===== config.mk =====
export PLATFORM = sky130hd
export DESIGN_NAME = ocr_readout
export DESIGN_NICKNAME = d
export VERILOG_FILES = /design/src/design/ocr_pkg.sv /design/src/design/ocr_result_mem.sv /design/src/design/ocr_readout.sv
export VERILOG_INCLUDE_DIRS = /design/src /design/src/design
export SDC_FILE = /design/constraint.sdc
export NUM_CORES = 1
export LEC_CHECK = 0
export ABC_AREA = 0
export BUFFER_PORTS_ARGS = -buffer_cell sky130_fd_sc_hd__buf_2
export CORE_ASPECT_RATIO = 0.5
export CORE_MARGIN = 3
export CORE_UTILIZATION = 44
export DETAILED_ROUTE_END_ITERATION = 16
export PLACE_DENSITY = 0.6
export SETUP_SLACK_MARGIN = 0.4
export SYNTH_ARGS = -nofsm -noshare
export SYNTH_HDL_FRONTEND = slang
export SYNTH_SLANG_ARGS = --single-unit

===== constraint.sdc =====
create_clock -name REF_CLK -period 8.3 [get_ports REF_CLK]
set_input_delay 2.075 -clock REF_CLK [delete_from_list [all_inputs] [get_ports REF_CLK]]
set_output_delay 2.075 -clock REF_CLK [all_outputs]
set_load 0.01 [all_outputs]

===== src/design/ocr_params.svh =====
// constants of the octal converter serial readout block
// Contract
// - strobe high holds acquisition; host keeps it high for the acquisition interval.
// - strobe falling edge converts all eight channels and loads results for shifting.
// - single rate: every output advances one bit only on serial clock falling edges.
// - double rate: every output advances one bit on both serial clock edges.
// - echo clock output is a slightly delayed copy of the serial clock.
// - io standard strap: low CMOS, supply LVDS, floating low-power LVDS.
// - strobe behaviour is independent of the io standard strap.
// - eight CMOS outputs; output N carries channel N first, MSB first.
// - further clocking shifts higher channels ascending, wrapping eight to one.
// - echo disable strap high turns echo clock off; ground it when used.
// - grounded reference buffer strap disables the four reference buffers.
// - each 16-bit result is two's complement.
// - outputs float after strobe rises and drive valid data after it falls; the lanes here drive only with the io strap at CMOS.
`ifndef OCR_PARAMS_SVH
`define OCR_PARAMS_SVH

`define OCR_NUM_CH 8
`define OCR_RES_BITS 16
`define OCR_CNT_BITS 7
`define OCR_CH_RESET 16'h0000

// register byte offsets
`define OCR_OFF_CH_FIRST 8'h00
`define OCR_OFF_CH_LAST 8'h1C
`define OCR_OFF_STATUS 8'h20
`define OCR_OFF_CONV_COUNT 8'h24

// status field positions
`define OCR_ST_CONVERTING 0
`define OCR_ST_DDR 1
`define OCR_ST_ECHO_OFF 2
`define OCR_ST_REFBUF 3
`define OCR_ST_IO_LSB 4
`define OCR_ST_CNT_LSB 8

`define OCR_COUNT_RESET 32'h0000_0000

`endif


===== src/design/ocr_pkg.sv =====
// types shared by the octal converter serial readout block
package ocr_pkg;

  typedef enum logic [1:0] {
    OCR_IO_CMOS,
    OCR_IO_LVDS,
    OCR_IO_LVDS_LP
  } ocr_io_mode_t;

  typedef enum logic [1:0] {
    OCR_ACQUIRE,
    OCR_LOAD,
    OCR_SHIFT
  } ocr_state_t;

  typedef struct packed {
    logic rate_ddr;
    logic echo_off;
    logic ref_buf_on;
    ocr_io_mode_t io_mode;
  } ocr_straps_t;

  typedef logic [7:0][15:0] ocr_frame_t;

  typedef struct packed {
    logic sel;
    logic enable;
    logic write;
    logic [7:0] addr;
    logic [31:0] wdata;
  } ocr_apb_req_t;

endpackage : ocr_pkg


===== src/design/ocr_result_mem.sv =====
// result word store with a registered word read port and a registered full-frame snapshot
`timescale 1ns/100ps
`include "ocr_params.svh"
module ocr_result_mem #(
  parameter int NUM_CH = `OCR_NUM_CH,
  parameter int RES_BITS = `OCR_RES_BITS
) (
  input wire logic clk,
  input wire logic rst,
  input wire logic ce,
  input wire logic wr_en,
  input wire logic [2:0] wr_addr,
  input wire logic [RES_BITS-1:0] wr_data,
  input wire logic [2:0] rd_addr,
  output logic [RES_BITS-1:0] rd_data_reg,
  input wire logic snap_en,
  output logic [NUM_CH-1:0][RES_BITS-1:0] frame_reg
);
  logic [NUM_CH-1:0][RES_BITS-1:0] mem_reg;
  logic [NUM_CH-1:0][RES_BITS-1:0] mem_next;
  logic [RES_BITS-1:0] rd_data_next;
  logic [NUM_CH-1:0][RES_BITS-1:0] frame_next;

  always_comb begin
    mem_next = mem_reg;
    if (wr_en) begin
      mem_next[wr_addr] = wr_data;
    end
    rd_data_next = mem_reg[rd_addr];
    // the snapshot freezes the words for the whole readout, so later writes cannot tear it
    frame_next = snap_en ? mem_reg : frame_reg;
  end

  always_ff @(posedge clk) begin
    if (rst) begin
      mem_reg <= '0;
      rd_data_reg <= '0;
      frame_reg <= '0;
    end else if (ce) begin
      mem_reg <= mem_next;
      rd_data_reg <= rd_data_next;
      frame_reg <= frame_next;
    end
  end
endmodule : ocr_result_mem


===== src/design/ocr_readout.sv =====
// octal converter serial readout: strobe and serial clock handling, eight CMOS lanes, APB slave
//
// Added by the designer: the register offsets and the APB register port.
`timescale 1ns/100ps
`include "ocr_params.svh"
module ocr_readout #(
  parameter int NUM_CH = `OCR_NUM_CH,
  parameter int RES_BITS = `OCR_RES_BITS,
  parameter int CNT_BITS = `OCR_CNT_BITS
) (
  input wire logic REF_CLK,
  input wire logic RST,
  input wire logic CE,
  input wire logic PSEL,
  input wire logic PENABLE,
  input wire logic PWRITE,
  input wire logic [7:0] PADDR,
  input wire logic [31:0] PWDATA,
  output logic [31:0] PRDATA,
  output logic PREADY,
  output logic PSLVERR,
  input wire logic CONVERT_STROBE_N,
  input wire logic SERIAL_CLOCK,
  input wire logic RATE_SELECT_STRAP,
  input wire logic ECHO_CLOCK_DISABLE_STRAP,
  input wire logic [1:0] IO_STANDARD_STRAP,
  input wire logic REF_BUFFER_ENABLE_STRAP,
  output logic [7:0] SERIAL_DATA_OUTPUTS,
  output logic [7:0] SERIAL_DATA_OE,
  output logic ECHO_CLOCK_OUT,
  output logic REF_BUFFER_ON
);
  import ocr_pkg::*;

  // io strap code: bit0 tied to supply, bit1 sensed floating
  function automatic ocr_io_mode_t decode_io(input logic [1:0] code);
    ocr_io_mode_t m;
    m = OCR_IO_CMOS;
    case (code)
      2'h0: m = OCR_IO_CMOS;
      2'h1: m = OCR_IO_LVDS;
      default: m = OCR_IO_LVDS_LP;
    endcase
    return m;
  endfunction : decode_io

  function automatic logic is_ch_addr(input logic [7:0] a);
    // the word store starts at offset zero, so only the upper bound needs a compare
    return (a <= `OCR_OFF_CH_LAST) && (a[1:0] == 2'h0);
  endfunction : is_ch_addr

  function automatic logic is_mapped(input logic [7:0] a);
    return is_ch_addr(a) || (a == `OCR_OFF_STATUS) || (a == `OCR_OFF_CONV_COUNT);
  endfunction : is_mapped

  // lane n at count k shows channel n+k/16 (wrapping) bit 15-k%16
  function automatic logic lane_bit(input ocr_frame_t f, input logic [2:0] lane, input logic [CNT_BITS-1:0] k);
    logic [2:0] ch;
    logic [3:0] bitpos;
    ch = lane + k[6:4];
    bitpos = ~k[3:0];
    return f[ch][bitpos];
  endfunction : lane_bit

  // pin synchronisers
  logic [2:0] cnv_sync_reg;
  logic [2:0] cnv_sync_next;
  logic [2:0] sck_sync_reg;
  logic [2:0] sck_sync_next;
  logic [1:0] ddr_sync_reg;
  logic [1:0] echo_off_sync_reg;
  logic [1:0] refbuf_sync_reg;
  logic [1:0][1:0] io_sync_reg;
  logic [1:0] ddr_sync_next;
  logic [1:0] echo_off_sync_next;
  logic [1:0] refbuf_sync_next;
  logic [1:0][1:0] io_sync_next;

  always_comb begin
    cnv_sync_next = {cnv_sync_reg[1:0], CONVERT_STROBE_N};
    sck_sync_next = {sck_sync_reg[1:0], SERIAL_CLOCK};
    ddr_sync_next = {ddr_sync_reg[0], RATE_SELECT_STRAP};
    echo_off_sync_next = {echo_off_sync_reg[0], ECHO_CLOCK_DISABLE_STRAP};
    refbuf_sync_next = {refbuf_sync_reg[0], REF_BUFFER_ENABLE_STRAP};
    io_sync_next = {io_sync_reg[0], IO_STANDARD_STRAP};
  end

  always_ff @(posedge REF_CLK) begin
    if (RST) begin
      cnv_sync_reg <= 3'h7;
      sck_sync_reg <= 3'h0;
      ddr_sync_reg <= 2'h0;
      echo_off_sync_reg <= 2'h0;
      refbuf_sync_reg <= 2'h3;
      io_sync_reg <= '0;
    end else if (CE) begin
      cnv_sync_reg <= cnv_sync_next;
      sck_sync_reg <= sck_sync_next;
      ddr_sync_reg <= ddr_sync_next;
      echo_off_sync_reg <= echo_off_sync_next;
      refbuf_sync_reg <= refbuf_sync_next;
      io_sync_reg <= io_sync_next;
    end
  end

  ocr_straps_t straps;
  logic cnv_fall;
  logic cnv_rise;
  logic sck_fall;
  logic sck_rise;
  logic shift_edge;

  always_comb begin
    straps.rate_ddr = ddr_sync_reg[1];
    straps.echo_off = echo_off_sync_reg[1];
    straps.ref_buf_on = refbuf_sync_reg[1];
    straps.io_mode = decode_io(io_sync_reg[1]);
    // strobe edges are taken whatever the io strap says
    cnv_fall = cnv_sync_reg[2] & ~cnv_sync_reg[1];
    cnv_rise = ~cnv_sync_reg[2] & cnv_sync_reg[1];
    sck_fall = sck_sync_reg[2] & ~sck_sync_reg[1];
    sck_rise = ~sck_sync_reg[2] & sck_sync_reg[1];
    shift_edge = sck_fall | (straps.rate_ddr & sck_rise);
  end

  // result store
  ocr_apb_req_t req;
  logic access_cycle;
  logic ack_reg;
  logic ack_next;
  logic wr_fire;
  logic [RES_BITS-1:0] mem_rd_data;
  ocr_frame_t frame;
  logic snap;

  always_comb begin
    req.sel = PSEL;
    req.enable = PENABLE;
    req.write = PWRITE;
    req.addr = PADDR;
    req.wdata = PWDATA;
    access_cycle = req.sel & req.enable;
    wr_fire = access_cycle & ack_reg & req.write & is_ch_addr(req.addr) & CE;
  end

  ocr_result_mem #(
    .NUM_CH(NUM_CH),
    .RES_BITS(RES_BITS)
  ) u_mem (
    .clk(REF_CLK),
    .rst(RST),
    .ce(CE),
    .wr_en(wr_fire),
    .wr_addr(req.addr[4:2]),
    .wr_data(req.wdata[RES_BITS-1:0]),
    .rd_addr(req.addr[4:2]),
    .rd_data_reg(mem_rd_data),
    .snap_en(snap),
    .frame_reg(frame)
  );

  // conversion and shift sequencing
  ocr_state_t state_reg;
  ocr_state_t state_next;
  logic [CNT_BITS-1:0] cnt_reg;
  logic [CNT_BITS-1:0] cnt_next;
  logic [31:0] conv_count_reg;
  logic [31:0] conv_count_next;

  always_comb begin
    state_next = state_reg;
    cnt_next = cnt_reg;
    conv_count_next = conv_count_reg;
    snap = 1'b0;
    case (state_reg)
      OCR_ACQUIRE: begin
        // strobe high: acquisition, outputs released
        if (cnv_fall) begin
          snap = 1'b1;
          conv_count_next = conv_count_reg + 32'h0000_0001;
          state_next = OCR_LOAD;
        end
      end
      OCR_LOAD: begin
        cnt_next = '0;
        state_next = cnv_rise ? OCR_ACQUIRE : OCR_SHIFT;
      end
      OCR_SHIFT: begin
        if (cnv_rise) begin
          state_next = OCR_ACQUIRE;
        end else if (shift_edge) begin
          // past 128 bits the count wraps and the lanes repeat their rotation
          cnt_next = cnt_reg + {{(CNT_BITS-1){1'b0}}, 1'b1};
        end
      end
      default: begin
        state_next = OCR_ACQUIRE;
      end
    endcase
  end

  always_ff @(posedge REF_CLK) begin
    if (RST) begin
      state_reg <= OCR_ACQUIRE;
      cnt_reg <= '0;
      conv_count_reg <= `OCR_COUNT_RESET;
    end else if (CE) begin
      state_reg <= state_next;
      cnt_reg <= cnt_next;
      conv_count_reg <= conv_count_next;
    end
  end

  // lane outputs and echo clock
  logic [7:0] sdo_reg;
  logic [7:0] sdo_next;
  logic [7:0] oe_reg;
  logic [7:0] oe_next;
  logic echo_reg;
  logic echo_next;
  logic refbuf_reg;
  logic refbuf_next;
  logic drive_lanes;

  always_comb begin
    // lanes wait out the load cycle, so the first bit shown already comes from the new snapshot
    drive_lanes = (state_next == OCR_SHIFT) && (straps.io_mode == OCR_IO_CMOS);
    oe_next = {8{drive_lanes}};
    // one cycle behind the edge: the echo clock below carries the same delay, keeping skew matched
    echo_next = sck_sync_reg[1] & ~straps.echo_off;
    refbuf_next = straps.ref_buf_on;
  end

  genvar g;
  generate
    for (g = 0; g < NUM_CH; g++) begin : g_lane
      always_comb begin
        sdo_next[g] = drive_lanes ? lane_bit(frame, 3'(g), cnt_next) : 1'b0;
      end
    end
  endgenerate

  always_ff @(posedge REF_CLK) begin
    if (RST) begin
      sdo_reg <= 8'h00;
      oe_reg <= 8'h00;
      echo_reg <= 1'b0;
      refbuf_reg <= 1'b1;
    end else if (CE) begin
      sdo_reg <= sdo_next;
      oe_reg <= oe_next;
      echo_reg <= echo_next;
      refbuf_reg <= refbuf_next;
    end
  end

  assign SERIAL_DATA_OUTPUTS = sdo_reg;
  assign SERIAL_DATA_OE = oe_reg;
  assign ECHO_CLOCK_OUT = echo_reg;
  assign REF_BUFFER_ON = refbuf_reg;

  // APB slave
  logic [31:0] status_word;
  logic [31:0] prdata_reg;
  logic [31:0] prdata_next;
  logic slverr_reg;
  logic slverr_next;

  always_comb begin
    status_word = 32'h0000_0000;
    status_word[`OCR_ST_CONVERTING] = (state_reg != OCR_ACQUIRE);
    status_word[`OCR_ST_DDR] = straps.rate_ddr;
    status_word[`OCR_ST_ECHO_OFF] = straps.echo_off;
    status_word[`OCR_ST_REFBUF] = straps.ref_buf_on;
    status_word[`OCR_ST_IO_LSB +: 2] = straps.io_mode;
    status_word[`OCR_ST_CNT_LSB +: CNT_BITS] = cnt_reg;
  end

  always_comb begin
    // one wait state: the word store answers one cycle after the address is seen
    ack_next = access_cycle & ~ack_reg;
    prdata_next = prdata_reg;
    slverr_next = 1'b0;
    if (access_cycle & ~ack_reg) begin
      slverr_next = ~is_mapped(req.addr) | (req.write & ~is_ch_addr(req.addr));
      if (req.write | ~is_mapped(req.addr)) begin
        prdata_next = 32'h0000_0000;
      end else if (is_ch_addr(req.addr)) begin
        prdata_next = {{(32-RES_BITS){1'b0}}, mem_rd_data};
      end else if (req.addr == `OCR_OFF_STATUS) begin
        prdata_next = status_word;
      end else begin
        prdata_next = conv_count_reg;
      end
    end
  end

  always_ff @(posedge REF_CLK) begin
    if (RST) begin
      ack_reg <= 1'b0;
      prdata_reg <= 32'h0000_0000;
      slverr_reg <= 1'b0;
    end else if (CE) begin
      ack_reg <= ack_next;
      prdata_reg <= prdata_next;
      slverr_reg <= slverr_next;
    end
  end

  assign PREADY = ack_reg & access_cycle;
  assign PSLVERR = slverr_reg & ack_reg & access_cycle;
  assign PRDATA = prdata_reg;
endmodule : ocr_readout


## Yosys cells after proc, flatten, opt, wreduce, memory -nomap -nowiden

Cells that the tools add are included.

- Register bits after elaboration: 374
- Output and inout port bits: 52
- Input bits: 53
- Word-level logic and storage cells: 161

- Add/subtract/negate cells: 9
- Bitwise gates (word level): 27
- Order comparisons: 12
- Mux-type cells: 59
- Reduce and logical (&&, ||, !) cells: 14
- Equality and inequality tests: 6

Operators by type and width:

| operator | count |
|---|---|
| binary-select mux 16 bit (select 3 bit) | 9 |
| two-way mux 16 bit | 10 |
| bitwise mux 128 bit | 1 |
| two-way mux 32 bit | 3 |
| demux 16 bit (select 3 bit) | 1 |
| less-than comparator 3 x 4 -> 1 bit, second input constant | 9 |
| adder 32 x 1 -> 32 bit, second input constant | 1 |
| binary-select mux 1 bit (select 4 bit) | 8 |
| two-way mux 1 bit | 19 |
| == test 8 x 6 -> 1 bit, second input constant | 2 |
| AND 1 bit | 15 |
| two-way mux 7 bit | 2 |
| case mux 7 bit (2 select lines) | 1 |
| adder 3 bit, first input constant | 4 |
| less-or-equal comparator 8 x 5 -> 1 bit, second input constant | 1 |
| zero test 2 bit | 4 |
| NOT 1 bit | 8 |
| adder 7 x 1 -> 7 bit, second input constant | 1 |
| adder 2 x 3 -> 3 bit, first input constant | 2 |
| two-way mux 2 bit | 3 |
| case mux 2 bit (3 select lines) | 1 |
| AND reduction 2 bit | 3 |
| less-than comparator 4 x 5 -> 1 bit, second input constant | 1 |
| == test 2 x 1 -> 1 bit, second input constant | 2 |
| other kinds (10) | 16 |

## Logic depth before layout (Yosys ltp)

- Depth in word-level cells: 13
- Gate-level depth with buffers: 22
- Mapped depth without buffers: 15

## Modules after synthesis

From an unflattened synthesis, not the netlist that was laid out.

- Cell total of the unflattened synthesis: 2660
- Area, all modules: 20943.8 um2

Modules (own cells, without submodules):

| module | cells an instance | area each (um2) | instances | seq. area each (um2) |
|---|---|---|---|---|
| ocr_result_mem | 1275 | 10547.6 | 1 | 5445.2 |
| ocr_readout | 1385 | 10396.2 | 1 | 2042.0 |

## Worst setup path after synthesis

Ideal clock, no wire load.

- Path type: reg2reg
- Start: reg state_reg[0]
- End: reg sdo_reg[5] (netlist: SERIAL_DATA_OUTPUTS[5])
- Arrival: 4738 ps
- Period minus slack after synthesis: 4872 ps
- Required time: 8166 ps
- Setup slack: 3428 ps
- Library setup time: 134 ps
- Path buffers: 8
- Cell stages (with the launch flop): 22
- Cells stage by stage: dfxtp_1 -> inv_1 -> ha_1 -> buf_2 -> and2b_1 -> nor3_1 -> and2_1 -> nor2_8 -> inv_2 -> buf_6 -> buf_6 -> buf_2 -> buf_2 -> ha_1 -> clkbuf_1 -> clkbuf_1 -> clkbuf_1 -> mux4_2 -> mux2i_1 -> o22ai_1 -> a2111oi_0 -> o32ai_1

- Longest elaborated chain between the ends: 8
- Elaborated cells between the ends (all ways): 16
- Classes of those cells: add/sub (1); eq/ne (3); mux (9); bitwise (1); reduce/logical (2)

Ends and longest elaborated chain:

| what | line | text |
|---|---|---|
| from (decl) | ocr_readout.sv:163 | `ocr_state_t state_reg;` |
| from (signal assigned) | ocr_readout.sv:208 | `state_reg <= state_next;` |
| == test 2 bit / == test 2 x 1 -> 1 bit (equally long branches) | ocr_readout.sv:175 | `case (state_reg)` |
| case mux 7 bit (2 select lines) | ocr_readout.sv:175 |  |
| adder 3 bit | ocr_readout.sv:60 | `ch = lane + k[6:4];` |
| binary-select mux 16 bit (select 3 bit) | ocr_readout.sv:62 | `return f[ch][bitpos];` |
| two-way mux 16 bit (not written as such) | ocr_readout.sv:62 |  |
| binary-select mux 1 bit (select 4 bit) | ocr_readout.sv:62 |  |
| two-way mux 1 bit (not written as such) | ocr_readout.sv:62 |  |
| two-way mux 1 bit (*) | ocr_readout.sv:238 | `sdo_next[g] = drive_lanes ? lane_bit(frame, 3'(g), cnt_next) : 1'b0;` |
| to (signal assigned) | ocr_readout.sv:250 | `sdo_reg <= sdo_next;` |
| to (decl) | ocr_readout.sv:215 | `logic [7:0] sdo_reg;` |

Every way passes the cells marked *; elsewhere a longest branch is shown, timed or not. The select of a mux whose other input is x is not followed.
A chain may end at the register's enable or synchronous reset.

## Worst setup path in the final report

Ends and elaborated chain as after synthesis.

==> run_results.csv <==
group,metric,value,unit
synth,netlist_instances,2592,
sta,worstMarginPinSlew,1160,ps
sta,slew_headroom,22.4,%
power_and_ir_drop,p_total,0.00385,W
synth,synth_top_family_by_area,"simple AND/OR/NAND/NOR gates",
floorplan,io_pins,105,
synth,yosys.area_share.adder,0.412,%
cells_and_area,fin_area,23200,um2
synth,synthMuxAreaShare,19.6,%
cts,htree_num_levels,2,
critical_path,worstSetupPathType,"flop to flop",
synth,ys_seq_area_share,35.2,%
cts,tritoncts,"yes",
critical_path,cp_cell_sequence,"inv_1 > ha_1 > nand4_1 > nor3_1 > and2_1 > nor2_8 > inv_4 > ha_1 > buf_4 > mux4_2 > and3_1 > a31oi_1 > a31oi_1 > a2111oi_0 > o32ai_1",
synth,yosysUniqueCellTypes,95,
synth,synth_edf_count,0,
grt,grt_max_degree,199,
sta,setup_viol,0,
run_status,run_status,"finished clean",
critical_path,regToRegEndpoint,"SERIAL_DATA_OUTPUTS[5]",
hold_path,worstHoldStart,"u_mem.mem_reg[93]",
synth,synth-compound-area-share,17.6,%
hold_path,whs_endpoint,"u_mem.frame_reg[93]",
sta,rsz0062_at_grt,"no",
critical_path,cpLargestDelayFamily,"simple AND/OR/NAND/NOR gates",
critical_path,worstPathRequired,8710,ps
cts,cts_buffers,36,
grt,grt.total_usage,28.2,%
synth,async_flop_share,0,%
cts,cts_resized,0,
sta,worst_clock_skew,21.8,ps
floorplan,fp-row-count,56,
grt,grt_pass1_wl,112000,um
cts,cts_max_path_buffers,3,
floorplan,initial_utilization,45.0,%
cts,clk_latency,560,ps
placed_design,post_dp_cell_area,21900,um2
hold_path,hp-class,"flop to flop",
placed_design,port-buffer-count,88,
critical_path,reg2reg_depth,15,
sta,hold_viol_final,0,
sta,fin_crit_sh,75.3,%
grt,antenna_found_initial,4,
grt,grt_pass1_vias,17800,
synth,synthXorXnorAreaFrac,1.42,%
cts,cts.sinks,374,
power_and_ir_drop,vdd_drop_max,134,uV
critical_path,r2r-start,"state_reg[0]",
sta,min_period,6250,ps
sta,setup_tns,0,ps
placed_design,gp_congestion,1.03,
cts,cts-root-buf,"clkbuf_16",
synth,syn_avg_cell_area,8.20,um2
detailed_routing,wl_per_cell,23.2,um
detailed_routing,drtIter0Drc,2788,
detailed_routing,wl,74100,um
detailed_routing,route.detailed.drc,0,
cells_and_area,post-route-util,49.0,%
placed_design,dp_hpwl,51100,um
sta,fmax,160,MHz
power_and_ir_drop,power.leakage,8.47,nW
cts,ctsHoldBuffers,0,
detailed_routing,vias_per_cell,6.20,
synth,syn_area,21300,um2
grt,grt_overflow_total,0,
cells_and_area,drive_above_1_share,12.9,%
run,maxCapViolations,0,
detailed_routing,ant_nets,0,
critical_path,end_kind,"flop",
cells_and_area,nets,2589,
detailed_routing,firstDrtPassIters,6,
synth,yosysWarnings,0,
floorplan,die_h,161,um
power_and_ir_drop,p_per_area,166,nW/um2
critical_path,cp_max_fo,81,
cts,path_clk_slew,70,ps
detailed_routing,num_vias,19800,
synth,ys_ff_latch,374,
floorplan,dieArea,51200,um2
cells_and_area,area_growth_syn_to_layout,9.05,%
synth,synth_nets,2652,
cts,postCtsSetupBuffers,0,
critical_path,cp_num_buf_inv,3,
sta,slew_viol_final,0,
critical_path,cp-start-kind,"flop",
floorplan,fp.coreArea,47300,um2
critical_path,cp_data_arrival_time,6660,ps
critical_path,max_stage_delay,780,ps
critical_path,rrSetupSlack,2050,ps
critical_path,cp_slowest_cell,"inv_4",
synth,synth_ff_type,"dfxtp_1",
floorplan,die_x,317,um
hold_path,holdPathStages,2,
synth,synthSimpleGateAreaFrac,20.8,%
how the worst max path moves through the flow:
stage,endpoint,depth (start not counted),slack (ps),start
detailed placement,SERIAL_DATA_OUTPUTS[5],15,2210,state_reg[0]
global placement,SERIAL_DATA_OUTPUTS[5],15,2160,state_reg[0]
floorplan,SERIAL_DATA_OUTPUTS[5],21,3430,state_reg[0]
CTS,SERIAL_DATA_OUTPUTS[5],15,2200,state_reg[0]
finish,SERIAL_DATA_OUTPUTS[5],15,2050,state_reg[0]
global route,SERIAL_DATA_OUTPUTS[5],15,1770,state_reg[0]
cell usage in the layout, fill, tap and decap left out, types with 29 or more instances in the layout:
| master | count |
|---|---|
| a211oi_1 | 39 |
| a21oi_1 | 273 |
| a22oi_1 | 42 |
| a31oi_1 | 31 |
| and3_1 | 29 |
| buf_2 | 86 |
| buf_4 | 40 |
| clkbuf_16 | 36 |
| dfxtp_1 | 374 |
| mux2i_1 | 222 |
| mux4_2 | 70 |
| nand2_1 | 593 |
| nand3_1 | 78 |
| nor2_1 | 210 |
| o21ai_0 | 42 |
synth_stat cells (21+ instances only):
| cell type | count | area, um2 |
|---|---|---|
| nand2_1 | 593 | 2230 |
| dfxtp_1 | 374 | 7490 |
| a21oi_1 | 273 | 1370 |
| mux2i_1 | 223 | 2230 |
| nor2_1 | 211 | 792 |
| clkbuf_1 | 150 | 563 |
| nand3_1 | 79 | 395 |
| mux4_2 | 70 | 1580 |
| buf_2 | 47 | 235 |
| a22oi_1 | 42 | 315 |
| o21ai_0 | 42 | 210 |
| a211oi_1 | 39 | 293 |
| a31oi_1 | 31 | 194 |
| and3_1 | 30 | 188 |
| mux2_2 | 27 | 304 |
| xor2_1 | 23 | 201 |
| nand4_1 | 21 | 131 |
| o211ai_1 | 21 | 158 |
layer usage:
layer  up-vias  wire (um)  global-route usage (%)
li1       9137          -                       -
met3       157       7410                    5.95
met1      9553      34400                    42.9
met5         -         13                       0
met4         2       1930                    6.86
met2       943      30300                    40.4
worst reg2reg max path, stage by stage, from the launching register on:
cell and delay [ps]:
dfxtp_1 410, inv_1 100, ha_1 460, nand4_1 240, nor3_1 320, and2_1 760
nor2_8 300, inv_4 780, ha_1 690, buf_4 510, mux4_2 630, and3_1 200
a31oi_1 130, a31oi_1 90, a2111oi_0 340, o32ai_1 150
power by group:
| part | internal (W) | total [W] | switching (W) |
|---|---|---|---|
| logic | 0.0000635 | 0.000232 | 0.000168 |
| registers | 0.00180 | 0.00182 | 0.0000111 |
| clock network | 0.00103 | 0.00180 | 0.000769 |
| total | 0.00290 | 0.00385 | 0.000949 |
cell type report:
type	count	area (um2)
Fill cell	4601	24100
Multi-Input combinational cell	1978	12800
Sequential cell	374	7490
Clock buffer	47	1020
Tap cell	638	798
Timing Repair Buffer	128	766
Clock inverter	16	246
Inverter	11	43.8
Antenna cell	2	5.00
stage by stage:
| step | std cells | worst slack [ps] | hold slack [ps] |
|---|---|---|---|
| detailed placement | 3129 | 2210 | 456 |
| global route | 3192 | 1770 | 470 |
| CTS | 3192 | 2200 | 449 |
| global placement | 3129 | 2160 | 452 |
| finish | 3194 | 2050 | 453 |
| floorplan | 2592 | 3430 | 431 |
cell families after synthesis:
logic type                 Yosys count
and+or+nand+nor                   1030
AOI/OAI and AO/OA                  585
DFF                                374
muxes                              324
buffers and inverters              240
xor gates and xnor gates            32
adders and majority gates            7
No activity file was read; power rests on OpenSTA's default activity.
